**src/include/cts_consts.svh**
```systemverilog
// Constants of the charge thermal supervisor: offsets, fields, resets, timing.
// Included by the design, the checker and the bench; definitions only.
`ifndef CTS_CONSTS_SVH
`define CTS_CONSTS_SVH

`define CTS_OFF_CTRL        12'h000
`define CTS_OFF_CURRENT     12'h004
`define CTS_OFF_VOLTAGE     12'h008
`define CTS_OFF_CNFG7       12'h00c
`define CTS_OFF_STATUS      12'h010
`define CTS_OFF_EVENT       12'h014

`define CTS_CTRL_RST        32'h0000_0001
`define CTS_CUR_RST         32'h0000_0000
`define CTS_VOLT_RST        32'h0000_0000
`define CTS_CNFG7_RST       32'h0000_0000

// Control register bits
`define CTS_BIT_PROFILE_EN  0
`define CTS_BIT_VARIANT_B   1
`define CTS_BIT_DEB_SEL     2
`define CTS_BIT_CHG_EN      3
// Config seven bits
`define CTS_BIT_SHIP_REQ    0
`define CTS_BIT_SWDRV_EN    1
`define CTS_POS_OVC_TH      4
// Mode field in control
`define CTS_POS_MODE        8
`define CTS_MODE_BOOST      4'h9
`define CTS_MODE_BOOST_OTG  4'ha

// Charge detail codes
`define CTS_DTL_OFF         4'h8
`define CTS_DTL_CHARGING    4'h2
`define CTS_DTL_TEMP_SUSP   4'h5
`define CTS_DTL_NO_BATT     4'h6
// Thermistor detail codes
`define CTS_THM_COLD        3'h1
`define CTS_THM_COOL        3'h2
`define CTS_THM_NORMAL      3'h3
`define CTS_THM_WARM        3'h4
`define CTS_THM_HOT         3'h5
`define CTS_THM_REMOVED     3'h6
`define CTS_THM_GROUNDED    3'h7
`define CTS_THM_DISABLED    3'h0

// Termination voltage step is 12.5 mV per code
`define CTS_WARM_DROP_A     8'd15
`define CTS_WARM_DROP_B     8'd30

// Ship-exit debounce times and cycle counts at 50 MHz
`define CTS_CLK_MHZ         50
`define CTS_DEB_SHORT_US    100
`define CTS_DEB_LONG_US     8000
`define CTS_DEB_SHORT_CYC   (`CTS_DEB_SHORT_US * `CTS_CLK_MHZ)
`define CTS_DEB_LONG_CYC    (`CTS_DEB_LONG_US * `CTS_CLK_MHZ)

`endif

```
**src/include/cts_pkg.sv**
```systemverilog
// Types of the charge thermal supervisor.
// Needs nothing outside itself.
package cts_pkg;

    typedef enum logic [6:0] {
        CTS_COLD    = 7'b0000001,
        CTS_COOL    = 7'b0000010,
        CTS_NORMAL  = 7'b0000100,
        CTS_WARM    = 7'b0001000,
        CTS_HOT     = 7'b0010000,
        CTS_REMOVED = 7'b0100000,
        CTS_GROUND  = 7'b1000000
    } cts_zone_type;

    typedef enum logic [2:0] {
        CTS_ST_IDLE   = 3'b001,
        CTS_ST_CHARGE = 3'b010,
        CTS_ST_SUSP   = 3'b100
    } cts_chg_type;

    // Analog comparator bundle
    typedef struct packed {
        logic cold;
        logic cool;
        logic warm;
        logic hot;
        logic pulledUp;
        logic grounded;
    } cts_comp_type;

endpackage

```
**src/logic/cts_supervisor.sv**
```systemverilog
// Charge thermal supervisor: zones, foldback, ship mode, switch drive.
// Assumes an APB master on core_clk, comparator levels from analog circuitry.
`timescale 1ns/1ps
`include "cts_consts.svh"

module cts_supervisor
    import cts_pkg::*;
#(
    parameter int DEB_SHORT_CYC = `CTS_DEB_SHORT_CYC,
    parameter int DEB_LONG_CYC  = `CTS_DEB_LONG_CYC,
    parameter int FOLD_STEP     = 8
) (
    input  wire logic         core_clk,
    input  wire logic         rst_n,
    input  wire logic         psel,
    input  wire logic         penable,
    input  wire logic         pwrite,
    input  wire logic [11:0]  paddr,
    input  wire logic [31:0]  pwdata,
    output logic      [31:0]  prdata,
    output logic              pready,
    output logic              pslverr,
    input  wire cts_comp_type compAsync,
    input  wire logic         dieOverSetpoint,
    input  wire logic         chargerInputValid,
    input  wire logic         buckSwitching,
    input  wire logic         shipExitPushbutton,
    output logic              chargeEnable,
    output logic [7:0]        targetCurrent,
    output logic [7:0]        targetVoltage,
    output logic              safetyTimerDouble,
    output logic              chargeTimerRestart,
    output logic              shipModeActive,
    output logic              externalSwitchDriveOut,
    output logic              externalSwitchDriveOe,
    output logic              chargerEventIrq
);

    localparam int DCW = $clog2(DEB_LONG_CYC + 1);

    logic [31:0]  ctrl_r, cur_r, volt_r, cnfg7_r;
    cts_comp_type compMeta_r, compSync_r;
    logic         foldSync1_r, foldSync2_r;
    cts_zone_type zone_r, zone_nxt;
    cts_chg_type  state_r, state_nxt;
    logic         fold_r;
    logic [3:0]   chgDetail_r, chgDetail_nxt;
    logic [2:0]   thmDetail_r, thmDetail_nxt;
    logic         healthy_r;
    logic         eventSticky_r;
    logic [DCW-1:0] debCnt_r;
    logic         shipReqWr;
    logic         eventClr;
    logic         eventSet;
    logic         nonBattery;
    logic         profileOn;
    logic         inRange;
    logic         battPresent;
    logic [7:0]   curSel, voltSel, dropSel;
    logic [DCW-1:0] debLimit;

    // APB decode, zero-wait answer
    wire apbWr = psel && penable && pwrite;
    wire apbRd = psel && penable && !pwrite;
    // Answer flags held in flops, always ready, never an error
    always_ff @(posedge core_clk or negedge rst_n) begin
        if (!rst_n) begin
            pready  <= 1'b1;
            pslverr <= 1'b0;
        end else begin
            pready  <= 1'b1;
            pslverr <= 1'b0;
        end
    end
    assign shipReqWr = apbWr && paddr == `CTS_OFF_CNFG7
                       && pwdata[`CTS_BIT_SHIP_REQ];
    assign eventClr  = apbRd && paddr == `CTS_OFF_EVENT;

    // Register writes
    always_ff @(posedge core_clk or negedge rst_n) begin
        if (!rst_n) begin
            ctrl_r  <= `CTS_CTRL_RST;
            cur_r   <= `CTS_CUR_RST;
            volt_r  <= `CTS_VOLT_RST;
            cnfg7_r <= `CTS_CNFG7_RST;
        end else if (apbWr) begin
            case (paddr)
                `CTS_OFF_CTRL:    ctrl_r  <= pwdata;
                `CTS_OFF_CURRENT: cur_r   <= pwdata;
                `CTS_OFF_VOLTAGE: volt_r  <= pwdata;
                `CTS_OFF_CNFG7: begin
                    // Request bit self-clears; ship state lives apart
                    cnfg7_r <= {pwdata[31:1], 1'b0};
                end
                default: ;
            endcase
        end
    end

    // Read mux, registered
    always_ff @(posedge core_clk or negedge rst_n) begin
        if (!rst_n) begin
            prdata <= 32'h0000_0000;
        end else if (psel && !penable && !pwrite) begin
            case (paddr)
                `CTS_OFF_CTRL:    prdata <= ctrl_r;
                `CTS_OFF_CURRENT: prdata <= cur_r;
                `CTS_OFF_VOLTAGE: prdata <= volt_r;
                `CTS_OFF_CNFG7:   prdata <= {cnfg7_r[31:1], shipModeActive};
                `CTS_OFF_STATUS:  prdata <= {22'h00_0000, fold_r, healthy_r,
                                             1'b0, thmDetail_r,
                                             chgDetail_r};
                `CTS_OFF_EVENT:   prdata <= {31'h0000_0000, eventSticky_r};
                default:          prdata <= 32'h0000_0000;
            endcase
        end
    end

    // Two-flop synchronisers for comparators and foldback
    always_ff @(posedge core_clk or negedge rst_n) begin
        if (!rst_n) begin
            compMeta_r  <= '0;
            compSync_r  <= '0;
            foldSync1_r <= 1'b0;
            foldSync2_r <= 1'b0;
        end else begin
            compMeta_r  <= compAsync;
            compSync_r  <= compMeta_r;
            foldSync1_r <= dieOverSetpoint;
            foldSync2_r <= foldSync1_r;
        end
    end

    // Zone encoding, rail and ground first
    always_comb begin
        if (compSync_r.pulledUp)      zone_nxt = CTS_REMOVED;
        else if (compSync_r.grounded) zone_nxt = CTS_GROUND;
        else if (compSync_r.cold)     zone_nxt = CTS_COLD;
        else if (compSync_r.hot)      zone_nxt = CTS_HOT;
        else if (compSync_r.cool)     zone_nxt = CTS_COOL;
        else if (compSync_r.warm)     zone_nxt = CTS_WARM;
        else                          zone_nxt = CTS_NORMAL;
    end

    always_ff @(posedge core_clk or negedge rst_n) begin
        if (!rst_n) zone_r <= CTS_NORMAL;
        else        zone_r <= zone_nxt;
    end

    // Qualification terms
    assign profileOn   = ctrl_r[`CTS_BIT_PROFILE_EN]
                         && zone_r != CTS_GROUND;
    assign battPresent = zone_r != CTS_REMOVED;
    assign inRange     = !profileOn ||
                         (zone_r != CTS_COLD && zone_r != CTS_HOT);

    // Charge state machine
    always_comb begin
        state_nxt = state_r;
        case (state_r)
            CTS_ST_IDLE: begin
                if (chargerInputValid && battPresent && !shipModeActive
                    && ctrl_r[`CTS_BIT_CHG_EN])
                    state_nxt = inRange ? CTS_ST_CHARGE : CTS_ST_SUSP;
            end
            CTS_ST_CHARGE: begin
                if (!chargerInputValid || !battPresent
                    || !ctrl_r[`CTS_BIT_CHG_EN])
                    state_nxt = CTS_ST_IDLE;
                else if (!inRange)
                    state_nxt = CTS_ST_SUSP;
            end
            CTS_ST_SUSP: begin
                if (!chargerInputValid || !battPresent
                    || !ctrl_r[`CTS_BIT_CHG_EN])
                    state_nxt = CTS_ST_IDLE;
                else if (inRange)
                    state_nxt = CTS_ST_CHARGE;
            end
            default: state_nxt = CTS_ST_IDLE;
        endcase
    end

    always_ff @(posedge core_clk or negedge rst_n) begin
        if (!rst_n) state_r <= CTS_ST_IDLE;
        else        state_r <= state_nxt;
    end

    // Detail fields; healthy flag only from charge detail
    always_comb begin
        case (state_r)
            CTS_ST_CHARGE: chgDetail_nxt = `CTS_DTL_CHARGING;
            CTS_ST_SUSP:   chgDetail_nxt = `CTS_DTL_TEMP_SUSP;
            default:       chgDetail_nxt = battPresent ? `CTS_DTL_OFF
                                                       : `CTS_DTL_NO_BATT;
        endcase
        if (!ctrl_r[`CTS_BIT_PROFILE_EN]) thmDetail_nxt = `CTS_THM_DISABLED;
        else begin
            case (zone_r)
                CTS_COLD:    thmDetail_nxt = `CTS_THM_COLD;
                CTS_COOL:    thmDetail_nxt = `CTS_THM_COOL;
                CTS_WARM:    thmDetail_nxt = `CTS_THM_WARM;
                CTS_HOT:     thmDetail_nxt = `CTS_THM_HOT;
                CTS_REMOVED: thmDetail_nxt = `CTS_THM_REMOVED;
                CTS_GROUND:  thmDetail_nxt = `CTS_THM_GROUNDED;
                default:     thmDetail_nxt = `CTS_THM_NORMAL;
            endcase
        end
    end

    always_ff @(posedge core_clk or negedge rst_n) begin
        if (!rst_n) begin
            chgDetail_r <= `CTS_DTL_OFF;
            thmDetail_r <= `CTS_THM_DISABLED;
            healthy_r   <= 1'b1;
        end else begin
            chgDetail_r <= chgDetail_nxt;
            thmDetail_r <= thmDetail_nxt;
            healthy_r   <= chgDetail_nxt != `CTS_DTL_TEMP_SUSP;
        end
    end

    // Foldback loop state and charger event, set beats clear
    assign eventSet = (foldSync2_r != fold_r)
                      || (state_r != CTS_ST_SUSP
                          && state_nxt == CTS_ST_SUSP);
    always_ff @(posedge core_clk or negedge rst_n) begin
        if (!rst_n) begin
            fold_r        <= 1'b0;
            eventSticky_r <= 1'b0;
        end else begin
            fold_r <= foldSync2_r;
            if (eventSet)      eventSticky_r <= 1'b1;
            else if (eventClr) eventSticky_r <= 1'b0;
        end
    end

    // Current and voltage selection per zone
    assign dropSel = ctrl_r[`CTS_BIT_VARIANT_B] ? `CTS_WARM_DROP_B
                                                : `CTS_WARM_DROP_A;
    always_comb begin
        curSel  = cur_r[7:0];
        voltSel = volt_r[7:0];
        if (profileOn && zone_r == CTS_WARM) begin
            curSel  = cur_r[15:8];
            voltSel = volt_r[7:0] - dropSel;
        end else if (profileOn && zone_r == CTS_COOL) begin
            curSel  = {1'b0, cur_r[7:1]};
            voltSel = volt_r[15:8];
        end
        if (fold_r)
            curSel = (curSel > 8'(FOLD_STEP)) ? curSel - 8'(FOLD_STEP)
                                              : 8'h00;
    end

    // Charger outputs, timer restart on entering charge
    always_ff @(posedge core_clk or negedge rst_n) begin
        if (!rst_n) begin
            chargeEnable       <= 1'b0;
            targetCurrent      <= 8'h00;
            targetVoltage      <= 8'h00;
            safetyTimerDouble  <= 1'b0;
            chargeTimerRestart <= 1'b0;
            chargerEventIrq    <= 1'b0;
        end else begin
            chargeEnable  <= state_nxt == CTS_ST_CHARGE;
            targetCurrent <= curSel;
            targetVoltage <= voltSel;
            safetyTimerDouble <= profileOn && zone_r == CTS_COOL;
            chargeTimerRestart <= state_r != CTS_ST_CHARGE
                                  && state_nxt == CTS_ST_CHARGE;
            chargerEventIrq <= eventSticky_r || eventSet;
        end
    end

    // Ship-exit pushbutton debounce
    assign debLimit = ctrl_r[`CTS_BIT_DEB_SEL] ? DCW'(DEB_LONG_CYC)
                                               : DCW'(DEB_SHORT_CYC);
    always_ff @(posedge core_clk or negedge rst_n) begin
        if (!rst_n)                  debCnt_r <= '0;
        else if (!shipExitPushbutton || !shipModeActive) debCnt_r <= '0;
        else if (debCnt_r < debLimit) debCnt_r <= debCnt_r + DCW'(1);
    end

    // Ship mode entry and exit
    always_ff @(posedge core_clk or negedge rst_n) begin
        if (!rst_n) begin
            shipModeActive <= 1'b0;
        end else if (shipModeActive) begin
            if (!battPresent || chargerInputValid
                || debCnt_r >= debLimit)
                shipModeActive <= 1'b0;
        end else if (shipReqWr && !chargerInputValid) begin
            shipModeActive <= 1'b1;
        end
    end

    // Switch drive: battery mode pulls low when enabled
    assign nonBattery = (chargerInputValid && buckSwitching)
        || ctrl_r[`CTS_POS_MODE +: 4] == `CTS_MODE_BOOST
        || ctrl_r[`CTS_POS_MODE +: 4] == `CTS_MODE_BOOST_OTG;
    always_ff @(posedge core_clk or negedge rst_n) begin
        if (!rst_n) begin
            externalSwitchDriveOut <= 1'b0;
            externalSwitchDriveOe  <= 1'b0;
        end else begin
            externalSwitchDriveOut <= 1'b0;
            externalSwitchDriveOe  <= cnfg7_r[`CTS_BIT_SWDRV_EN]
                                      && !nonBattery;
        end
    end

endmodule

```
**config.mk**
```make
export PLATFORM = sky130hd
export DESIGN_NAME = cts_supervisor
export DESIGN_NICKNAME = d
export VERILOG_FILES = /design/src/include/cts_pkg.sv /design/src/logic/cts_supervisor.sv
export VERILOG_INCLUDE_DIRS = /design/src /design/src/include
export SDC_FILE = /design/constraint.sdc
export NUM_CORES = 1
export LEC_CHECK = 0
export BUFFER_PORTS_ARGS = -buffer_cell sky130_fd_sc_hd__buf_2
export CORE_MARGIN = 3
export CORE_UTILIZATION = 26
export DETAILED_ROUTE_END_ITERATION = 10
export PLACE_DENSITY = 0.5
export SETUP_SLACK_MARGIN = 0.5
export SYNTH_ARGS = -nofsm -noshare
export SYNTH_HDL_FRONTEND = slang
export SYNTH_SLANG_ARGS = --single-unit
```
**constraint.sdc**
```tcl
create_clock -name core_clk -period 3.3 [get_ports core_clk]
set_input_delay 0.165 -clock core_clk [delete_from_list [all_inputs] [get_ports core_clk]]
set_output_delay 0.165 -clock core_clk [all_outputs]
set_load 0.02 [all_outputs]
```
==> results.cfg <==
[run_status]
status = finished, final reports clean

[placed_design]
io_buffers = 112
gp_congestion = 0.8510
dp_hpwl_um = 20620

[timing]
rsz0062_at_grt = false
worst_slew_margin_rel_pct = 40.25
hold_ws_ns = 0.01612
slew_violations = 0
fmax_mhz = 391.8
setup_viol = 0
min_period_ns = 2.553
fin_skew_ns = 0.03030
setup_tns_ns = 0
hold_viol_final = 0
worstMarginPinSlew_ns = 0.8963
finalCritPeriodShare_pct = 77.35

[clock_tree]
cts_max_path_buffers = 3
clock-sinks = 234
clock_latency_ns = 0.56
clkTransAtPathRegs_ns = 0.06
cts-buffers-inserted = 26
htree_levels = 1
cts_tree = done
root_buffer = clkbuf_16

[finish]
seqCellArea_um2 = 5862
drive_gt1_share_pct = 33.21
fill_cells = 4173
multi_input_area_um2 = 4728
nets = 1125
area_delta_synth_final_pct = 23.09

[die]
die_w_um = 210.7
die_area_um2 = 44400
core-area_um2 = 41110
io_pins = 116
rows = 74
initial_utilization_pct = 26.51
chipHeight_um = 210.7

[logic_synthesis]
synth-edff-count = 0
yosysSeqAreaShare_pct = 53.79
synth.yosys.warnings = 0
ys.flop_type = dfrtp_1
synth_seq_cells = 234
synthCells = 907
netlist_area_um2 = 10900
synth.avg_cell_area_um2 = 12.01
yosysUniqueCellTypes = 81
async_reset_ff_share_pct = 100.0

[power]
clock_power_share_pct = 49.2
seq_power_share_pct = 46.5
combPwrFrac_pct = 4.3
p_switching_mw = 1.395
p_int_mw = 4.856
p_sw_share_pct = 22.32
p_leak_nw = 6.076
powerDensity_nw_per_um2 = 466.1
vdd_drop_max_uv = 293.4

[setup_path]
cp_data_arrival_time_ns = 3.00
cp-start-kind = register
cp.required_ns = 3.75
path_max_fanout = 9
crit_path_end_kind = register
crit_type = register to register

[grt]
grt_pass1_wl_um = 47640
grt_remaining_overflow = 0
grt_max_degree = 110
antenna_found_initial = 4
grt_pass1_vias = 7814
grt_usage_pct = 13.61

[min_path]
min_path_type = input port to register

[detailed_routing]
drcViolationCount = 0
wl_per_cell_um = 19.02
drt-vias-per-instance = 4.854
routed_wirelength_um = 30630
ant_nets = 0
first_pass_iters = 5
dr.first_iter.drc_count = 547
vias = 7815

[run]
cap_violations = 0
[layout make-up]
class / count / area share [%]
flip-flops and latches: 234 / 43.70
clock inverters: 13 / 1.455
diodes: 3 / 0.05597
repair buffers: 174 / 8.638
inverters: 19 / 0.5317
well taps: 532 / 4.963
multi-input cells: 600 / 35.25
clock buffers: 35 / 5.401
[final timing paths]
kind / end / startpoint / slack (ns) / cells past startpoint
setup / recovery: targetCurrent[7]$_DFF_PN0_ / ctrl_r[0]$_DFFE_PN1P_ / 0.75 / 8
hold / removal: externalSwitchDriveOe$_DFF_PN0_ / buckSwitching / 0.02 / 3
setup reg to reg: targetCurrent[7]$_DFF_PN0_ / ctrl_r[0]$_DFFE_PN1P_ / 0.75 / 8
hold reg to reg: compSync_r[3]$_DFF_PN0_ / compMeta_r[3]$_DFF_PN0_ / 0.35 / 0
max in group asynchronous: ctrl_r[21]$_DFFE_PN0P_ / rst_n / 2.14 / 3
min in group asynchronous: cur_r[6]$_DFFE_PN0P_ / rst_n / 0.23 / 2
[per-stage QoR]
stage	instance area (um^2)	util (%)	std cells	power, mW	worst slack [ns]
after global routing	13410	32.62	1609	6.503	0.5042
after detailed placement	12030	29.27	1515	3.192	0.6758
after global placement	12030	29.27	1515	3.189	0.7340
after floorplan	10900	-	908	3.041	0.7578
final	13410	32.63	1610	6.251	0.7474
after CTS	13390	32.58	1607	6.353	0.6730
[cell usage in the layout (no fill, tap or decap), drive strengths merged, types with 5 or more instances in the layout]
cell	instances
nor4	13
and2	5
a22oi	50
a21oi	23
ha	11
inv	18
nand4	12
clkinv	8
nand3	18
dfrtp	229
a221oi	9
clkbuf	35
nor3b	6
nand2b	7
nand2	52
or3	10
or4	9
nor2	35
buf	130
mux2	152
dfstp	5
or2	5
xnor2	11
a21o	5
nor3	16
o21ai	63
mux2i	13
dlygate4sd3	44
o21a	6
o22ai	5
[cell usage after synthesis (all sizes together) (4+ instances only)]
| cell | number | area, um^2 |
|---|---|---|
| ha | 11 | 137.6 |
| nand2b | 7 | 43.79 |
| nand4 | 12 | 75.07 |
| clkbuf | 25 | 93.84 |
| dfstp | 5 | 131.4 |
| o22ai | 5 | 37.53 |
| buf | 30 | 185.2 |
| o21ai | 63 | 315.3 |
| a31oi | 4 | 25.02 |
| or4 | 9 | 68.82 |
| mux2 | 152 | 1712 |
| nand3 | 18 | 102.6 |
| xnor2 | 11 | 96.34 |
| a21o | 5 | 45.04 |
| a21oi | 23 | 115.1 |
| nor3 | 16 | 96.35 |
| xor2 | 4 | 35.03 |
| nor4 | 13 | 138.9 |
| a22oi | 50 | 375.4 |
| nor2 | 35 | 131.4 |
| or3 | 10 | 67.56 |
| a221oi | 9 | 97.59 |
| nor3b | 6 | 45.04 |
| and2 | 5 | 31.28 |
| nand2 | 52 | 195.2 |
| inv | 18 | 67.56 |
| mux2i | 13 | 130.1 |
| o21a | 6 | 45.04 |
| or2 | 5 | 31.28 |
| dfrtp | 229 | 5731 |
[cell families (layout without fill, tap and decap cells)]
family                   Yosys count  in the layout  share of synthesized area, %
AND/OR/NAND/NOR                  207            207                         10.93
buffers and inverters             74            241                         3.215
adder cells (fa/ha/maj)           11             11                         1.263
XOR/XNOR                          15             15                         1.206
flip-flops                       234            234                         53.79
other                              2              6                       0.06892
AO/OA/AOI/OAI                    199            199                         12.62
multiplexers                     165            165                         16.90
[power by group through the flow]
stage / Combinational, mW / Sequential (mW) / Clock [mW]
after floorplan: 0.0893 / 2.95 / 0
after global placement: 0.232 / 2.96 / 0
after detailed placement: 0.235 / 2.96 / 0
after CTS: 0.279 / 2.90 / 3.17
after global routing: 0.303 / 2.91 / 3.29
final: 0.271 / 2.91 / 3.07
[critical path, stage by stage, from the launching register on]
cell and delay [ns]:
dfstp_2 0.60, or3b_1 0.51, a211oi_4 0.37, o22ai_2 0.19, ha_1 0.22, nand2_1 0.13, nor3_1 0.07, xnor2_1 0.15
a221oi_2 0.23
[routing by layer]
| layer | track usage [%] | up-vias | wire [um] |
|---|---|---|---|
| li1 | - | 3660 | - |
| met1 | 19.36 | 3937 | 14400 |
| met2 | 21.16 | 179 | 13930 |
| met3 | 2.703 | 37 | 1650 |
| met4 | 3.926 | 2 | 636 |
| met5 | 0 | - | 7 |
[flip-flops by register name (all words and copies together) (netlist names), 3 cells and up]
name	cells
ctrl_r	32
cur_r	32
prdata	32
volt_r	32
cnfg7_r	31
debCnt_r	19
targetCurrent	8
targetVoltage	8
zone_r	7
compMeta_r	6
compSync_r	6
chgDetail_r	4
state_r	3
thmDetail_r	3
[repair_timing]
action / in CTS / in global routing
gates resized for setup: 0 / 2
endpoints found under the hold margin: 243 / 0
setup buffers: 0 / 0
hold buffers: 44 / 0
setup endpoints to repair: 0 / 1
Note: power is estimated with default switching activity, not from simulation.
